**src/verilog/dfbm_consts.svh**
```systemverilog
// dfbm_consts.svh: offsets, field positions, control reset value, frame lengths, status bits
// assumes inclusion by the frame mapper top module and its testbench
// ============================================================
`ifndef DFBM_CONSTS_SVH
`define DFBM_CONSTS_SVH
// ============================================================
// frame layout
`define DFBM_SYNC_WORD 14'h3F0C
`define DFBM_SYNC_LEN 14
`define DFBM_HDR_LAST 15
`define DFBM_LOSD_POS 14
`define DFBM_SEGA_POS 15
`define DFBM_OH_LAST 9
`define DFBM_EOC_LEN 20
`define DFBM_CRC_POLY 6'h03
`define DFBM_GRP_LAST 2'h3
// ============================================================
// register offsets
`define DFBM_REG_CTRL 8'h00
`define DFBM_REG_TX_EOC 8'h04
`define DFBM_REG_RX_EOC 8'h08
`define DFBM_REG_RX_OH 8'h0C
`define DFBM_REG_STAT 8'h10
`define DFBM_REG_MASK 8'h14
// ============================================================
// control fields and reset value
`define DFBM_CTRL_N_MSB 5
`define DFBM_CTRL_N_LSB 0
`define DFBM_CTRL_I_MSB 8
`define DFBM_CTRL_I_LSB 6
`define DFBM_CTRL_CUST 9
`define DFBM_CTRL_SYNC 10
`define DFBM_CTRL_STUFF 11
`define DFBM_CTRL_LOSD 12
`define DFBM_CTRL_SEGA 13
`define DFBM_CTRL_SEGD 14
`define DFBM_CTRL_PS 15
`define DFBM_CTRL_RST 16'hF003
// ============================================================
// status bits
`define DFBM_ST_TX_START 0
`define DFBM_ST_RX_DONE 1
`define DFBM_ST_RX_CRC 2
`define DFBM_ST_RX_LOSS 3
`endif

```
**src/verilog/dfbm_pkg.sv**
```systemverilog
// dfbm_pkg.sv: types and overhead slot decoder of the frame mapper
// assumes the constants header alongside
package dfbm_pkg;
  // ============================================================
  // segment of the frame being walked
  typedef enum logic [3:0]
  {
    ST_HDR = 4'b0001,
    ST_PAY = 4'b0010,
    ST_OH = 4'b0100,
    ST_TAIL = 4'b1000
  } dfbm_seg_t;
  // kind of an overhead slot after a payload group
  typedef enum logic [2:0]
  {
    OH_EOC = 3'h0,
    OH_CRC = 3'h1,
    OH_PS = 3'h2,
    OH_SBID = 3'h3,
    OH_SEGD = 3'h4
  } dfbm_oh_t;
  // slot decode, group g follows payload group g-1
  function automatic dfbm_oh_t dfbm_oh_kind(input logic [1:0] g,
                                            input logic [3:0] o);
    dfbm_oh_t k;
    k = OH_EOC;
    if (o == 4'h4 || o == 4'h5)
      k = OH_CRC;
    else if (g == 2'h1 && o == 4'h6)
      k = OH_PS;
    else if ((g == 2'h1 && o == 4'h7) || (g == 2'h2 && o == 4'h9))
      k = OH_SBID;
    else if (g == 2'h2 && o == 4'h6)
      k = OH_SEGD;
    return k;
  endfunction : dfbm_oh_kind
endpackage : dfbm_pkg

```
**src/verilog/dfbm_top.sv**
```systemverilog
// The address-and-strobe port and the register offsets are this design's own decisions.
`timescale 1ns/1ps
`include "dfbm_consts.svh"
// dfbm_top.sv: data-mode frame assembler and parser with register port
// assumes one line bit per strobe, strobes at least two cycles apart
module dfbm_top
  import dfbm_pkg::*;
#(
  parameter int CNT_W = 12
)
(
  // clock, reset, enable
  input wire logic MCLK_IN,
  input wire logic RESETN_IN,
  input wire logic CE_IN,
  // register port
  input wire logic [7:0] REG_ADDR_IN,
  input wire logic [31:0] REG_WDATA_IN,
  input wire logic REG_WR_IN,
  input wire logic REG_RD_IN,
  output logic [31:0] REG_RDATA_OUT,
  output logic IRQ_OUT,
  // transmit stream toward the scrambler
  input wire logic TX_BIT_STB_IN,
  input wire logic TX_PAY_IN,
  output logic TX_BIT_OUT,
  output logic TX_PAY_TAKE_OUT,
  // receive stream from the descrambler
  input wire logic RX_BIT_STB_IN,
  input wire logic RX_BIT_IN,
  output logic RX_PAY_OUT,
  output logic RX_PAY_VLD_OUT,
  output logic RX_LOCK_OUT
);
  // 12k reaches 3540, so narrower counters would wrap
  if (CNT_W < 12)
  begin : g_bad_cnt
    $error("CNT_W below 12 cannot hold a payload group");
  end

  // ============================================================
  // state
  logic [15:0] ctrl_q, ctrl_d;
  logic [19:0] tx_eoc_q, tx_eoc_d, rx_eoc_q, rx_eoc_d;
  logic [3:0] stat_q, stat_d, mask_q, mask_d, rx_oh_q, rx_oh_d;
  logic [31:0] rdata_q, rdata_d;
  logic irq_q, irq_d;
  dfbm_seg_t tx_st_q, tx_st_d, rx_st_q, rx_st_d;
  logic [CNT_W-1:0] tx_offs_q, tx_offs_d, rx_offs_q, rx_offs_d;
  logic [1:0] tx_grp_q, tx_grp_d, rx_grp_q, rx_grp_d;
  logic [19:0] tx_esh_q, tx_esh_d, rx_esh_q, rx_esh_d;
  logic [5:0] tx_crun_q, tx_crun_d, tx_csnd_q, tx_csnd_d;
  logic [5:0] rx_crun_q, rx_crun_d, rx_cexp_q, rx_cexp_d;
  logic [5:0] rx_cgot_q, rx_cgot_d;
  logic tx_stuff_q, tx_stuff_d, rx_stuff_q, rx_stuff_d;
  logic rx_sb1_q, rx_sb1_d, rx_prev_q, rx_prev_d;
  logic rx_lock_q, rx_lock_d;
  logic [13:0] rx_sh_q, rx_sh_d;
  logic tx_bit_q, tx_bit_d, tx_take_q, tx_take_d;
  logic rx_pay_q, rx_pay_d, rx_vld_q, rx_vld_d;
  logic tx_evt, rx_done_evt, rx_crc_evt, rx_loss_evt;

  // ============================================================
  // configuration decode
  logic [8:0] blk_k;
  logic [CNT_W-1:0] pay_last;
  logic [13:0] sync_word;
  logic cfg_cust, cfg_sync;
  assign cfg_cust = ctrl_q[`DFBM_CTRL_CUST];
  assign cfg_sync = ctrl_q[`DFBM_CTRL_SYNC];
  assign sync_word = `DFBM_SYNC_WORD;
  // block length from B-channel and Z-bit counts
  assign blk_k = {ctrl_q[`DFBM_CTRL_N_MSB:`DFBM_CTRL_N_LSB], 3'h0}
               + {6'h00, ctrl_q[`DFBM_CTRL_I_MSB:`DFBM_CTRL_I_LSB]};
  assign pay_last = CNT_W'({blk_k, 3'h0} + {1'b0, blk_k, 2'h0} - 12'h001);

  // serial crc-6 step, msb first
  function automatic logic [5:0] crc_step(input logic [5:0] c,
                                          input logic b);
    logic fb;
    fb = b ^ c[5];
    return {c[4:0], 1'b0} ^ ({6{fb}} & `DFBM_CRC_POLY);
  endfunction : crc_step

  // ============================================================
  // transmit assembly, next values
  always_comb
  begin
    logic b;
    logic use_crc;
    b = 1'b1;
    use_crc = 1'b0;
    tx_evt = 1'b0;
    tx_st_d = tx_st_q;
    tx_offs_d = tx_offs_q;
    tx_grp_d = tx_grp_q;
    tx_esh_d = tx_esh_q;
    tx_crun_d = tx_crun_q;
    tx_csnd_d = tx_csnd_q;
    tx_stuff_d = tx_stuff_q;
    tx_bit_d = tx_bit_q;
    tx_take_d = 1'b0;
    if (CE_IN && TX_BIT_STB_IN)
    begin
      tx_offs_d = tx_offs_q + 1'b1;
      unique case (tx_st_q)
        ST_HDR:
        begin
          if (tx_offs_q == '0)
          begin
            // last frame's check goes out in this one
            tx_csnd_d = tx_crun_q;
            tx_crun_d = '0;
            tx_esh_d = tx_eoc_q;
            tx_stuff_d = ctrl_q[`DFBM_CTRL_STUFF] & ~cfg_sync;
            tx_evt = 1'b1;
          end
          if (tx_offs_q < `DFBM_SYNC_LEN)
            b = sync_word[4'(`DFBM_SYNC_LEN - 1) - tx_offs_q[3:0]];
          else if (tx_offs_q == `DFBM_LOSD_POS)
            b = ctrl_q[`DFBM_CTRL_LOSD];
          else
            b = ctrl_q[`DFBM_CTRL_SEGA];
          use_crc = (tx_offs_q >= `DFBM_SYNC_LEN);
          if (tx_offs_q == `DFBM_HDR_LAST)
          begin
            tx_st_d = ST_PAY;
            tx_offs_d = '0;
            tx_grp_d = 2'h0;
          end
        end
        ST_PAY:
        begin
          b = TX_PAY_IN;
          tx_take_d = 1'b1;
          use_crc = 1'b1;
          if (tx_offs_q == pay_last)
          begin
            tx_offs_d = '0;
            tx_grp_d = tx_grp_q + 2'h1;
            if (tx_grp_q != `DFBM_GRP_LAST)
              tx_st_d = ST_OH;
            else
              tx_st_d = (cfg_sync || tx_stuff_q) ? ST_TAIL : ST_HDR;
          end
        end
        ST_OH:
        begin
          use_crc = 1'b1;
          unique case (dfbm_oh_kind(tx_grp_q, tx_offs_q[3:0]))
            OH_EOC:
            begin
              b = tx_esh_q[19];
              tx_esh_d = {tx_esh_q[18:0], 1'b1};
            end
            OH_CRC:
            begin
              b = tx_csnd_q[5];
              tx_csnd_d = {tx_csnd_q[4:0], 1'b1};
              use_crc = 1'b0;
            end
            // upstream only; downstream the slot idles at one
            OH_PS: b = cfg_cust ? ctrl_q[`DFBM_CTRL_PS] : 1'b1;
            OH_SBID: b = cfg_sync | tx_stuff_q;
            OH_SEGD: b = ctrl_q[`DFBM_CTRL_SEGD];
          endcase
          if (tx_offs_q == `DFBM_OH_LAST)
          begin
            tx_st_d = ST_PAY;
            tx_offs_d = '0;
          end
        end
        ST_TAIL:
        begin
          // stuff bits and spares both idle at one
          b = 1'b1;
          use_crc = cfg_sync;
          if (tx_offs_q == (cfg_sync ? CNT_W'(1) : CNT_W'(3)))
          begin
            tx_st_d = ST_HDR;
            tx_offs_d = '0;
          end
        end
      endcase
      tx_bit_d = b;
      if (use_crc)
        tx_crun_d = crc_step(tx_crun_d, b);
    end
  end

  // ============================================================
  // receive parse, next values
  always_comb
  begin
    logic b;
    logic use_crc;
    logic fend;
    b = RX_BIT_IN;
    use_crc = 1'b0;
    fend = 1'b0;
    rx_done_evt = 1'b0;
    rx_crc_evt = 1'b0;
    rx_loss_evt = 1'b0;
    rx_st_d = rx_st_q;
    rx_offs_d = rx_offs_q;
    rx_grp_d = rx_grp_q;
    rx_sh_d = rx_sh_q;
    rx_lock_d = rx_lock_q;
    rx_esh_d = rx_esh_q;
    rx_eoc_d = rx_eoc_q;
    rx_oh_d = rx_oh_q;
    rx_crun_d = rx_crun_q;
    rx_cexp_d = rx_cexp_q;
    rx_cgot_d = rx_cgot_q;
    rx_stuff_d = rx_stuff_q;
    rx_sb1_d = rx_sb1_q;
    rx_prev_d = rx_prev_q;
    rx_pay_d = rx_pay_q;
    rx_vld_d = 1'b0;
    if (CE_IN && RX_BIT_STB_IN)
    begin
      rx_sh_d = {rx_sh_q[12:0], b};
      rx_offs_d = rx_offs_q + 1'b1;
      if (!rx_lock_q)
      begin
        // hunt: the sync word marks where the header starts
        if (rx_sh_d == sync_word)
        begin
          rx_lock_d = 1'b1;
          rx_st_d = ST_HDR;
          rx_offs_d = CNT_W'(`DFBM_SYNC_LEN);
          rx_crun_d = '0;
          rx_prev_d = 1'b0;
        end
      end
      else
      begin
        unique case (rx_st_q)
          ST_HDR:
          begin
            if (rx_offs_q == CNT_W'(`DFBM_SYNC_LEN - 1) &&
                rx_sh_d != sync_word)
            begin
              rx_lock_d = 1'b0;
              rx_loss_evt = 1'b1;
            end
            if (rx_offs_q == `DFBM_LOSD_POS)
              rx_oh_d[0] = b;
            if (rx_offs_q == `DFBM_SEGA_POS)
            begin
              rx_oh_d[1] = b;
              rx_st_d = ST_PAY;
              rx_offs_d = '0;
              rx_grp_d = 2'h0;
            end
            use_crc = (rx_offs_q >= `DFBM_SYNC_LEN);
          end
          ST_PAY:
          begin
            rx_pay_d = b;
            rx_vld_d = 1'b1;
            use_crc = 1'b1;
            if (rx_offs_q == pay_last)
            begin
              rx_offs_d = '0;
              rx_grp_d = rx_grp_q + 2'h1;
              fend = (rx_grp_q == `DFBM_GRP_LAST) && !cfg_sync &&
                     !rx_stuff_q;
              if (rx_grp_q != `DFBM_GRP_LAST)
                rx_st_d = ST_OH;
              else
                rx_st_d = fend ? ST_HDR : ST_TAIL;
            end
          end
          ST_OH:
          begin
            use_crc = 1'b1;
            unique case (dfbm_oh_kind(rx_grp_q, rx_offs_q[3:0]))
              OH_EOC: rx_esh_d = {rx_esh_q[18:0], b};
              OH_CRC:
              begin
                rx_cgot_d = {rx_cgot_q[4:0], b};
                use_crc = 1'b0;
              end
              // power status only meaningful from the customer side
              OH_PS: rx_oh_d[3] = cfg_cust | b;
              OH_SBID:
              begin
                rx_sb1_d = b;
                if (rx_grp_q == 2'h2)
                  rx_stuff_d = rx_sb1_q & b & ~cfg_sync;
              end
              OH_SEGD: rx_oh_d[2] = b;
            endcase
            if (rx_offs_q == `DFBM_OH_LAST)
            begin
              rx_st_d = ST_PAY;
              rx_offs_d = '0;
            end
          end
          ST_TAIL:
          begin
            use_crc = cfg_sync;
            if (rx_offs_q == (cfg_sync ? CNT_W'(1) : CNT_W'(3)))
            begin
              fend = 1'b1;
              rx_st_d = ST_HDR;
            end
          end
        endcase
        if (use_crc)
          rx_crun_d = crc_step(rx_crun_q, b);
        if (fend)
        begin
          // check this frame's crc against the one computed before
          rx_offs_d = '0;
          rx_eoc_d = rx_esh_d;
          rx_done_evt = 1'b1;
          rx_crc_evt = rx_prev_q && (rx_cgot_d != rx_cexp_q);
          rx_cexp_d = rx_crun_d;
          rx_crun_d = '0;
          rx_prev_d = 1'b1;
          rx_stuff_d = 1'b0;
        end
      end
    end
  end

  // ============================================================
  // register port and interrupt, next values
  always_comb
  begin
    logic [3:0] evts;
    evts = {rx_loss_evt, rx_crc_evt, rx_done_evt, tx_evt};
    ctrl_d = ctrl_q;
    tx_eoc_d = tx_eoc_q;
    mask_d = mask_q;
    rdata_d = 32'h0000_0000;
    stat_d = stat_q;
    if (CE_IN && REG_WR_IN)
    begin
      unique case (REG_ADDR_IN)
        `DFBM_REG_CTRL: ctrl_d = REG_WDATA_IN[15:0];
        `DFBM_REG_TX_EOC: tx_eoc_d = REG_WDATA_IN[19:0];
        `DFBM_REG_MASK: mask_d = REG_WDATA_IN[3:0];
        default: ;
      endcase
    end
    if (CE_IN && REG_RD_IN)
    begin
      unique case (REG_ADDR_IN)
        `DFBM_REG_CTRL: rdata_d = {16'h0000, ctrl_q};
        `DFBM_REG_TX_EOC: rdata_d = {12'h000, tx_eoc_q};
        `DFBM_REG_RX_EOC: rdata_d = {12'h000, rx_eoc_q};
        `DFBM_REG_RX_OH: rdata_d = {27'h0000000, rx_lock_q, rx_oh_q};
        `DFBM_REG_STAT:
        begin
          rdata_d = {28'h0000000, stat_q};
          stat_d = 4'h0;
        end
        `DFBM_REG_MASK: rdata_d = {28'h0000000, mask_q};
        default: rdata_d = 32'h0000_0000;
      endcase
    end
    // a new event beats the read that clears it
    stat_d = stat_d | (CE_IN ? evts : 4'h0);
    irq_d = |(stat_d & mask_q);
  end

  // ============================================================
  // registers, frozen while the enable is low
  always_ff @(posedge MCLK_IN or negedge RESETN_IN)
  begin
    if (!RESETN_IN)
    begin
      ctrl_q <= `DFBM_CTRL_RST;
      tx_eoc_q <= 20'hFFFFF;
      rx_eoc_q <= 20'hFFFFF;
      stat_q <= 4'h0;
      mask_q <= 4'h0;
      rx_oh_q <= 4'hF;
      rdata_q <= 32'h0000_0000;
      irq_q <= 1'b0;
      tx_st_q <= ST_HDR;
      rx_st_q <= ST_HDR;
      tx_offs_q <= '0;
      rx_offs_q <= '0;
      tx_grp_q <= 2'h0;
      rx_grp_q <= 2'h0;
      tx_esh_q <= 20'hFFFFF;
      rx_esh_q <= 20'hFFFFF;
      tx_crun_q <= 6'h00;
      tx_csnd_q <= 6'h3F;
      rx_crun_q <= 6'h00;
      rx_cexp_q <= 6'h00;
      rx_cgot_q <= 6'h00;
      tx_stuff_q <= 1'b0;
      rx_stuff_q <= 1'b0;
      rx_sb1_q <= 1'b0;
      rx_prev_q <= 1'b0;
      rx_lock_q <= 1'b0;
      rx_sh_q <= 14'h0000;
      tx_bit_q <= 1'b1;
      tx_take_q <= 1'b0;
      rx_pay_q <= 1'b0;
      rx_vld_q <= 1'b0;
    end
    else if (CE_IN)
    begin
      ctrl_q <= ctrl_d;
      tx_eoc_q <= tx_eoc_d;
      rx_eoc_q <= rx_eoc_d;
      stat_q <= stat_d;
      mask_q <= mask_d;
      rx_oh_q <= rx_oh_d;
      rdata_q <= rdata_d;
      irq_q <= irq_d;
      tx_st_q <= tx_st_d;
      rx_st_q <= rx_st_d;
      tx_offs_q <= tx_offs_d;
      rx_offs_q <= rx_offs_d;
      tx_grp_q <= tx_grp_d;
      rx_grp_q <= rx_grp_d;
      tx_esh_q <= tx_esh_d;
      rx_esh_q <= rx_esh_d;
      tx_crun_q <= tx_crun_d;
      tx_csnd_q <= tx_csnd_d;
      rx_crun_q <= rx_crun_d;
      rx_cexp_q <= rx_cexp_d;
      rx_cgot_q <= rx_cgot_d;
      tx_stuff_q <= tx_stuff_d;
      rx_stuff_q <= rx_stuff_d;
      rx_sb1_q <= rx_sb1_d;
      rx_prev_q <= rx_prev_d;
      rx_lock_q <= rx_lock_d;
      rx_sh_q <= rx_sh_d;
      tx_bit_q <= tx_bit_d;
      tx_take_q <= tx_take_d;
      rx_pay_q <= rx_pay_d;
      rx_vld_q <= rx_vld_d;
    end
  end

  assign REG_RDATA_OUT = rdata_q;
  assign IRQ_OUT = irq_q;
  assign TX_BIT_OUT = tx_bit_q;
  assign TX_PAY_TAKE_OUT = tx_take_q;
  assign RX_PAY_OUT = rx_pay_q;
  assign RX_PAY_VLD_OUT = rx_vld_q;
  assign RX_LOCK_OUT = rx_lock_q;

  // ============================================================
  // checks
  logic tx_stb;
  assign tx_stb = CE_IN && TX_BIT_STB_IN;
endmodule : dfbm_top

```
**config.mk**
```make
export PLATFORM = sky130hd
export DESIGN_NAME = dfbm_top
export DESIGN_NICKNAME = d
export VERILOG_FILES = /design/src/verilog/dfbm_pkg.sv /design/src/verilog/dfbm_top.sv
export VERILOG_INCLUDE_DIRS = /design/src /design/src/verilog
export SDC_FILE = /design/constraint.sdc
export NUM_CORES = 1
export LEC_CHECK = 0
export BUFFER_PORTS_ARGS = -buffer_cell sky130_fd_sc_hd__buf_4
export CORE_MARGIN = 2
export CORE_UTILIZATION = 39
export CTS_BUF_LIST = sky130_fd_sc_hd__clkbuf_2 sky130_fd_sc_hd__clkbuf_4 sky130_fd_sc_hd__clkbuf_8
export CTS_CLUSTER_SIZE = 28
export DETAILED_ROUTE_END_ITERATION = 12
export GPL_TIMING_DRIVEN = 0
export PLACE_DENSITY = 0.67
export SLEW_MARGIN = 20
export SYNTH_ARGS = -nofsm -noshare
export SYNTH_HDL_FRONTEND = slang
export SYNTH_SLANG_ARGS = --single-unit
export TNS_END_PERCENT = 30
```
**constraint.sdc**
```tcl
create_clock -name MCLK_IN -period 3.95 [get_ports MCLK_IN]
set_clock_uncertainty 0.15 [all_clocks]
set_input_delay 0.395 -clock MCLK_IN [delete_from_list [all_inputs] [get_ports MCLK_IN]]
set_output_delay 0.395 -clock MCLK_IN [all_outputs]
set_load 0.005 [all_outputs]
```
---- Yosys cells after proc, flatten, opt, wreduce, memory -nomap -nowiden ----
Memories as Yosys holds them, arrays and structs flattened.
Index checks and enable logic that the tools add are counted.
W data, S select, Z words.
word-level totals
  register bits after elaboration ......... 229
  bits in read-only memories .............. 16
  input port bits ......................... 49
  word-level logic and storage cells ...... 304
  memories ................................ 1
  output and inout port bits .............. 38
cells by class
  add/sub/neg operators ................... 8
  $lt $le $gt $ge ......................... 4
  bitwise operators ....................... 12
  equality and inequality tests ........... 66
  reduce and logical (&&, ||, !) cells .... 58
  muxes and demuxes ....................... 121
memories
  memory           depth  bits a word  read ports  clocked after memory_dff  wr ports  RTL line         text
  (no name shown)  16     1            1           0                         0         dfbm_top.sv:119  b = sync_word[4'(`DFBM_SYNC_LEN - 1) - tx_offs_q[3:0]];
operators with widths
  cell                     count
  $mux W12                 10
  $pmux W20 S6             1
  $mux W20                 5
  $eq A12 B4 Y1 const B    7
  $mux W6                  14
  $mux W4                  17
  $pmux W12 S4             1
  $mux W1                  43
  $eq A4 B3 Y1 const B     10
  $pmux W20 S2             1
  $reduce_and A5 Y1        8
  $mux W3                  13
  $eq A12 B12 Y1           3
  $pmux W12 S3             1
  $pmux W4 S4              2
  $add A12 B1 Y12 const B  2
  $ge A12 B4 Y1 const B    2
  $ne A2 B2 Y1 const B     9
  $reduce_and A6 Y1        3
  $eq A4 B4 Y1 const B     4
  $eq A8 B4 Y1 const B     2
  $eq A8 B5 Y1 const B     2
  $logic_and A1 B1 Y1      16
  $reduce_and A4 Y1        4
  44 further kinds         89

---- Depth between registers and ports, before layout ----
  depth after elaboration ................. 23
  gate-level depth with buffers ........... 15
  depth with buffers taken out ............ 12

---- Worst setup path after synthesis ----
No wires, ideal clock.
  path kind ............................... register to register
  from .................................... register ctrl_q[0]
  to ...................................... register rx_cexp_q[0]
  buffers on the path ..................... 2
  arrival time ............................ 3453 ps
  cell stages (with the launch flop) ...... 15
  clock period less this slack ............ 3728 ps
  setup time .............................. 125 ps
  path slack .............................. 222 ps
  required time ........................... 3675 ps
  path through ............................ dfstp_2 inv_1 ha_1 inv_1 ha_1 buf_2 a21o_1 a221oi_2 xnor2_1 xor2_1 nor4_4 a31oi_2 nor2_4 buf_6 mux2_2
between the ends
  longest elaborated chain between the ends .. 9
RTL lines
  what                                RTL line         text
  from (decl)                         dfbm_top.sv:43   logic [15:0] ctrl_q, ctrl_d;
  from (signal assigned)              dfbm_top.sv:376  ctrl_q <= `DFBM_CTRL_RST;
  from (signal assigned)              dfbm_top.sv:410  ctrl_q <= ctrl_d;
  $add A9 B3 Y9                       dfbm_top.sv:73   assign blk_k = {ctrl_q[`DFBM_CTRL_N_MSB:`DFBM_CTRL_N_LSB], 3'h0}
  $add A12 B11 Y12                    dfbm_top.sv:75   assign pay_last = CNT_W'({blk_k, 3'h0} + {1'b0, blk_k, 2'h0} - 12'h001);
  $sub A12 B1 Y12                     dfbm_top.sv:75
  $eq A12 B12 Y1                      dfbm_top.sv:263  if (rx_offs_q == pay_last)
  $mux W1                             dfbm_top.sv:263
  $pmux W1 S2                         dfbm_top.sv:238  unique case (rx_st_q)
  $mux W1                             dfbm_top.sv:224  if (!rx_lock_q)
  $mux W1                             dfbm_top.sv:220  if (CE_IN && RX_BIT_STB_IN)
  $reduce_and A4 Y1 (no source line)  -
  to (signal assigned)                dfbm_top.sv:429  rx_cexp_q <= rx_cexp_d;
  to (decl)                           dfbm_top.sv:53   logic [5:0] rx_crun_q, rx_crun_d, rx_cexp_q, rx_cexp_d;
No other way between the ends. The select of a mux whose other input is x is not followed.
A chain may end at the register's enable or synchronous reset.

---- Worst setup path after layout ----
  from .................................... register ctrl_q[7]
  to ...................................... register rx_eoc_q[17]
between the ends
  longest elaborated chain between the ends .. 9
RTL lines
  what                                RTL line         text
  $add A9 B3 Y9                       dfbm_top.sv:73
  $add A12 B11 Y12                    dfbm_top.sv:75
  $sub A12 B1 Y12                     dfbm_top.sv:75
  $eq A12 B12 Y1                      dfbm_top.sv:263
  $mux W1                             dfbm_top.sv:263
  $pmux W1 S2                         dfbm_top.sv:238
  $mux W1                             dfbm_top.sv:224
  $mux W1                             dfbm_top.sv:220
  $reduce_and A4 Y1 (no source line)  -
  to (signal assigned)                dfbm_top.sv:412  rx_eoc_q <= rx_eoc_d;
  to (decl)                           dfbm_top.sv:44   logic [19:0] tx_eoc_q, tx_eoc_d, rx_eoc_q, rx_eoc_d;
No other way between the ends. The select of a mux whose other input is x is not followed.

==> out/metrics.cfg <==
[die]
die_w_um = 178.1
ios = 87
dieArea_um2 = 31710
start_util = 0.3976
rows = 63
core_um2 = 29720
die_y_um = 178.1

[routing]
drc = 0
final_antenna_net_count = 0
avgRoutedWirePerCell_um = 17.94
drtIter0Drc = 585
wirelength_mm = 29.77
first_pass_iters = 5
vias = 9066
viasPerCell = 5.465

[synthesis]
synth.area.top_cells = dfrtp_1, dfstp_2, mux2_2
ys_warn_count = 0
ys_dominant_reg_cell = dfrtp_1
synthArstFlopShare = 1.000
synth_top_cell_area_share = 0.2499
synth_edf_count = 0
netlist-cell-type-count = 73
synth_area_um2 = 11820
ys_ff_latch = 217
syn_inst = 1090
netlist.top_cell.by_area = dfrtp_1
ys_seq_area_frac = 0.4700
synth.avg_cell_area_um2 = 10.84

[sta]
setup_viol = 0
worst_pin_slew_ps = 1061
maxSlewHeadroom = 0.2825
timing.final.crit_share = 0.9505
timing.fmax_ghz = 0.2664
whs_ps = 129.9
slew_viol_final = 0
hold_violations = 0
tns_ps = 0
rsz0062_at_grt = false
period_minus_slack_ps = 3754

[global_routing]
antenna_found_initial = 0
grtUsageTotal = 0.1899
grt_pass1_wl_mm = 48.24
grt_pass1_vias = 8962
grt_remaining_overflow = 0
grt_start_max_net_pins = 86

[placed_design]
place_congestion = 0.8717
port_buffers = 61
placed_cells = 1554
post-dp-hpwl_mm = 21.17

[cells_and_area]
fin_util = 0.4813
fillers = 2719
nets = 1316
seqCellArea_um2 = 5554
multi_input_area_um2 = 5908
final_cell_mix = mux2_2, dfrtp_1, dfstp_2
final_common_cell = mux2_2
fin_cells = 1659
area_growth_pct = 21.04
drive_above_1_share = 0.3431

[setup_path]
rr_worst_depth = 13
worstSetupPathType = flip-flop to flip-flop
arrival_ps = 4060
cp-end-kind = flip-flop
worst_ep_required_time_ps = 4260
crit_fanout = 6
start_kind = flip-flop

[clock_tree]
cts_tree = done
clock_sink_count = 217
cts.htree.levels = 2
clockBufferDepth = 3
clk_latency_ps = 540
path_clk_slew_ps = 70
cts_root_buffer = clkbuf_8
numCtsBuffers = 39

[worst_hold_path]
hold_path_depth = 4
hp-class = input pin to flip-flop

[power_and_ir_drop]
ir_drop_v = 0.0002794
power_per_cell_area_nw_per_um2 = 461.2
leakage_nw = 6.080

[status]
status = finished clean

[job]
maxCapViolations = 0

-- worst max-delay path, stage by stage (launching register included) --
cell	delay (ps)
dfrtp_1	510
inv_1	110
ha_1	290
inv_1	40
ha_1	290
a21o_1	200
a221oi_4	350
xnor2_2	160
xor2_2	180
nor4_4	390
a31oi_4	170
nor2_4	280
clkbuf_16	210
mux2_2	330
-- report_power, final --
part           switching (W)  internal (W)  total (W)
clock network       0.000980       0.00152    0.00250
logic               0.000841      0.000597    0.00144
registers           0.000220       0.00244    0.00266
total                0.00204       0.00456    0.00660
-- routing by layer --
metal | GRT usage | wire length, µm | up-vias
met5 | 0 | 0 | -
met4 | 0.05635 | 676 | 0
met3 | 0.02984 | 1634 | 44
met2 | 0.2978 | 13840 | 284
met1 | 0.2704 | 13620 | 4488
li1 | - | - | 4250
-- cell families (layout without fill, tap and decap cells) --
| kind of cell | Yosys count | count (layout) | synth area share |
|---|---|---|---|
| fa+ha+maj | 30 | 30 | 0.03177 |
| simple gates | 289 | 289 | 0.1254 |
| xor+xnor | 50 | 50 | 0.03823 |
| flops | 217 | 217 | 0.4700 |
| buf+inv | 120 | 287 | 0.04532 |
| mux | 177 | 177 | 0.1654 |
| compound gates | 206 | 206 | 0.1236 |
| other cells | 1 | 13 | 0.0003174 |
-- flip-flops by register name, indices dropped and copies added, names as in the netlist, 12 cells and up --
| register | count |
|---|---|
| REG_RDATA_OUT | 20 |
| ctrl_q | 16 |
| rx_eoc_q | 20 |
| rx_esh_q | 20 |
| rx_offs_q | 12 |
| rx_sh_q | 13 |
| tx_eoc_q | 20 |
| tx_esh_q | 20 |
| tx_offs_q | 12 |
-- synth_stat cells (9+ instances only) --
cell         n
and3_1      10
ha_1        30
mux2_2     136
mux2i_1     40
nor2_1      52
inv_1       54
xnor2_1     29
nand2_1     92
o21ai_0     51
buf_4       13
o22ai_1     18
dfrtp_1    118
clkbuf_1    43
o2bb2ai_1   25
xor2_1      20
dfstp_2     99
nor3_1      14
nor4_1      14
nand4_1     13
a222oi_1    11
nand3_1     36
a21oi_1     25
a31oi_1     11
a22oi_1      9
a22o_1      13
-- through the flow --
stage	worst slack (ps)	power, W	area (µm²)
global route	4.813	0.006943	14300
detailed placement	-443.5	0.004032	12880
finish	195.7	0.006596	14300
floorplan	221.9	0.003621	11860
CTS	5.208	0.006586	14110
global placement	-396.8	0.003972	12800
-- repair_timing --
action	4_1_cts	5_1_grt
hold endpoints to repair	95	0
pin swaps	3	7
hold buffers	21	0
endpoints found under the setup margin	65	60
buffers inserted	3	9
gates resized for setup	7	19
gates cloned	0	2
-- cell type report --
class,instances,share of cell area
buffer,63,0.02310
timing repair buffer,98,0.06054
antenna,1,0.0001750
tap,390,0.03412
sequential,217,0.3883
inverter,54,0.01417
clock buffer,59,0.05371
clock inverter,13,0.01277
multi-input combinational,764,0.4131
-- worst paths after layout --
path	from	endpoint	slack (ps)
setup / recovery	ctrl_q[7]$_DFFE_PN0P_	rx_eoc_q[17]$_DFFE_PN1P_	200
min in group asynchronous	RESETN_IN	tx_crun_q[4]$_DFFE_PN0P_	260
setup reg to reg	ctrl_q[7]$_DFFE_PN0P_	rx_eoc_q[17]$_DFFE_PN1P_	200
hold reg to reg	tx_esh_q[0]$_DFFE_PN1P_	tx_esh_q[0]$_DFFE_PN1P_	320
hold / removal	RX_BIT_IN	rx_crun_q[0]$_DFFE_PN0P_	130
max in group asynchronous	RESETN_IN	rx_eoc_q[0]$_DFFE_PN1P_	2220
Power figures use the tool's default switching activity.
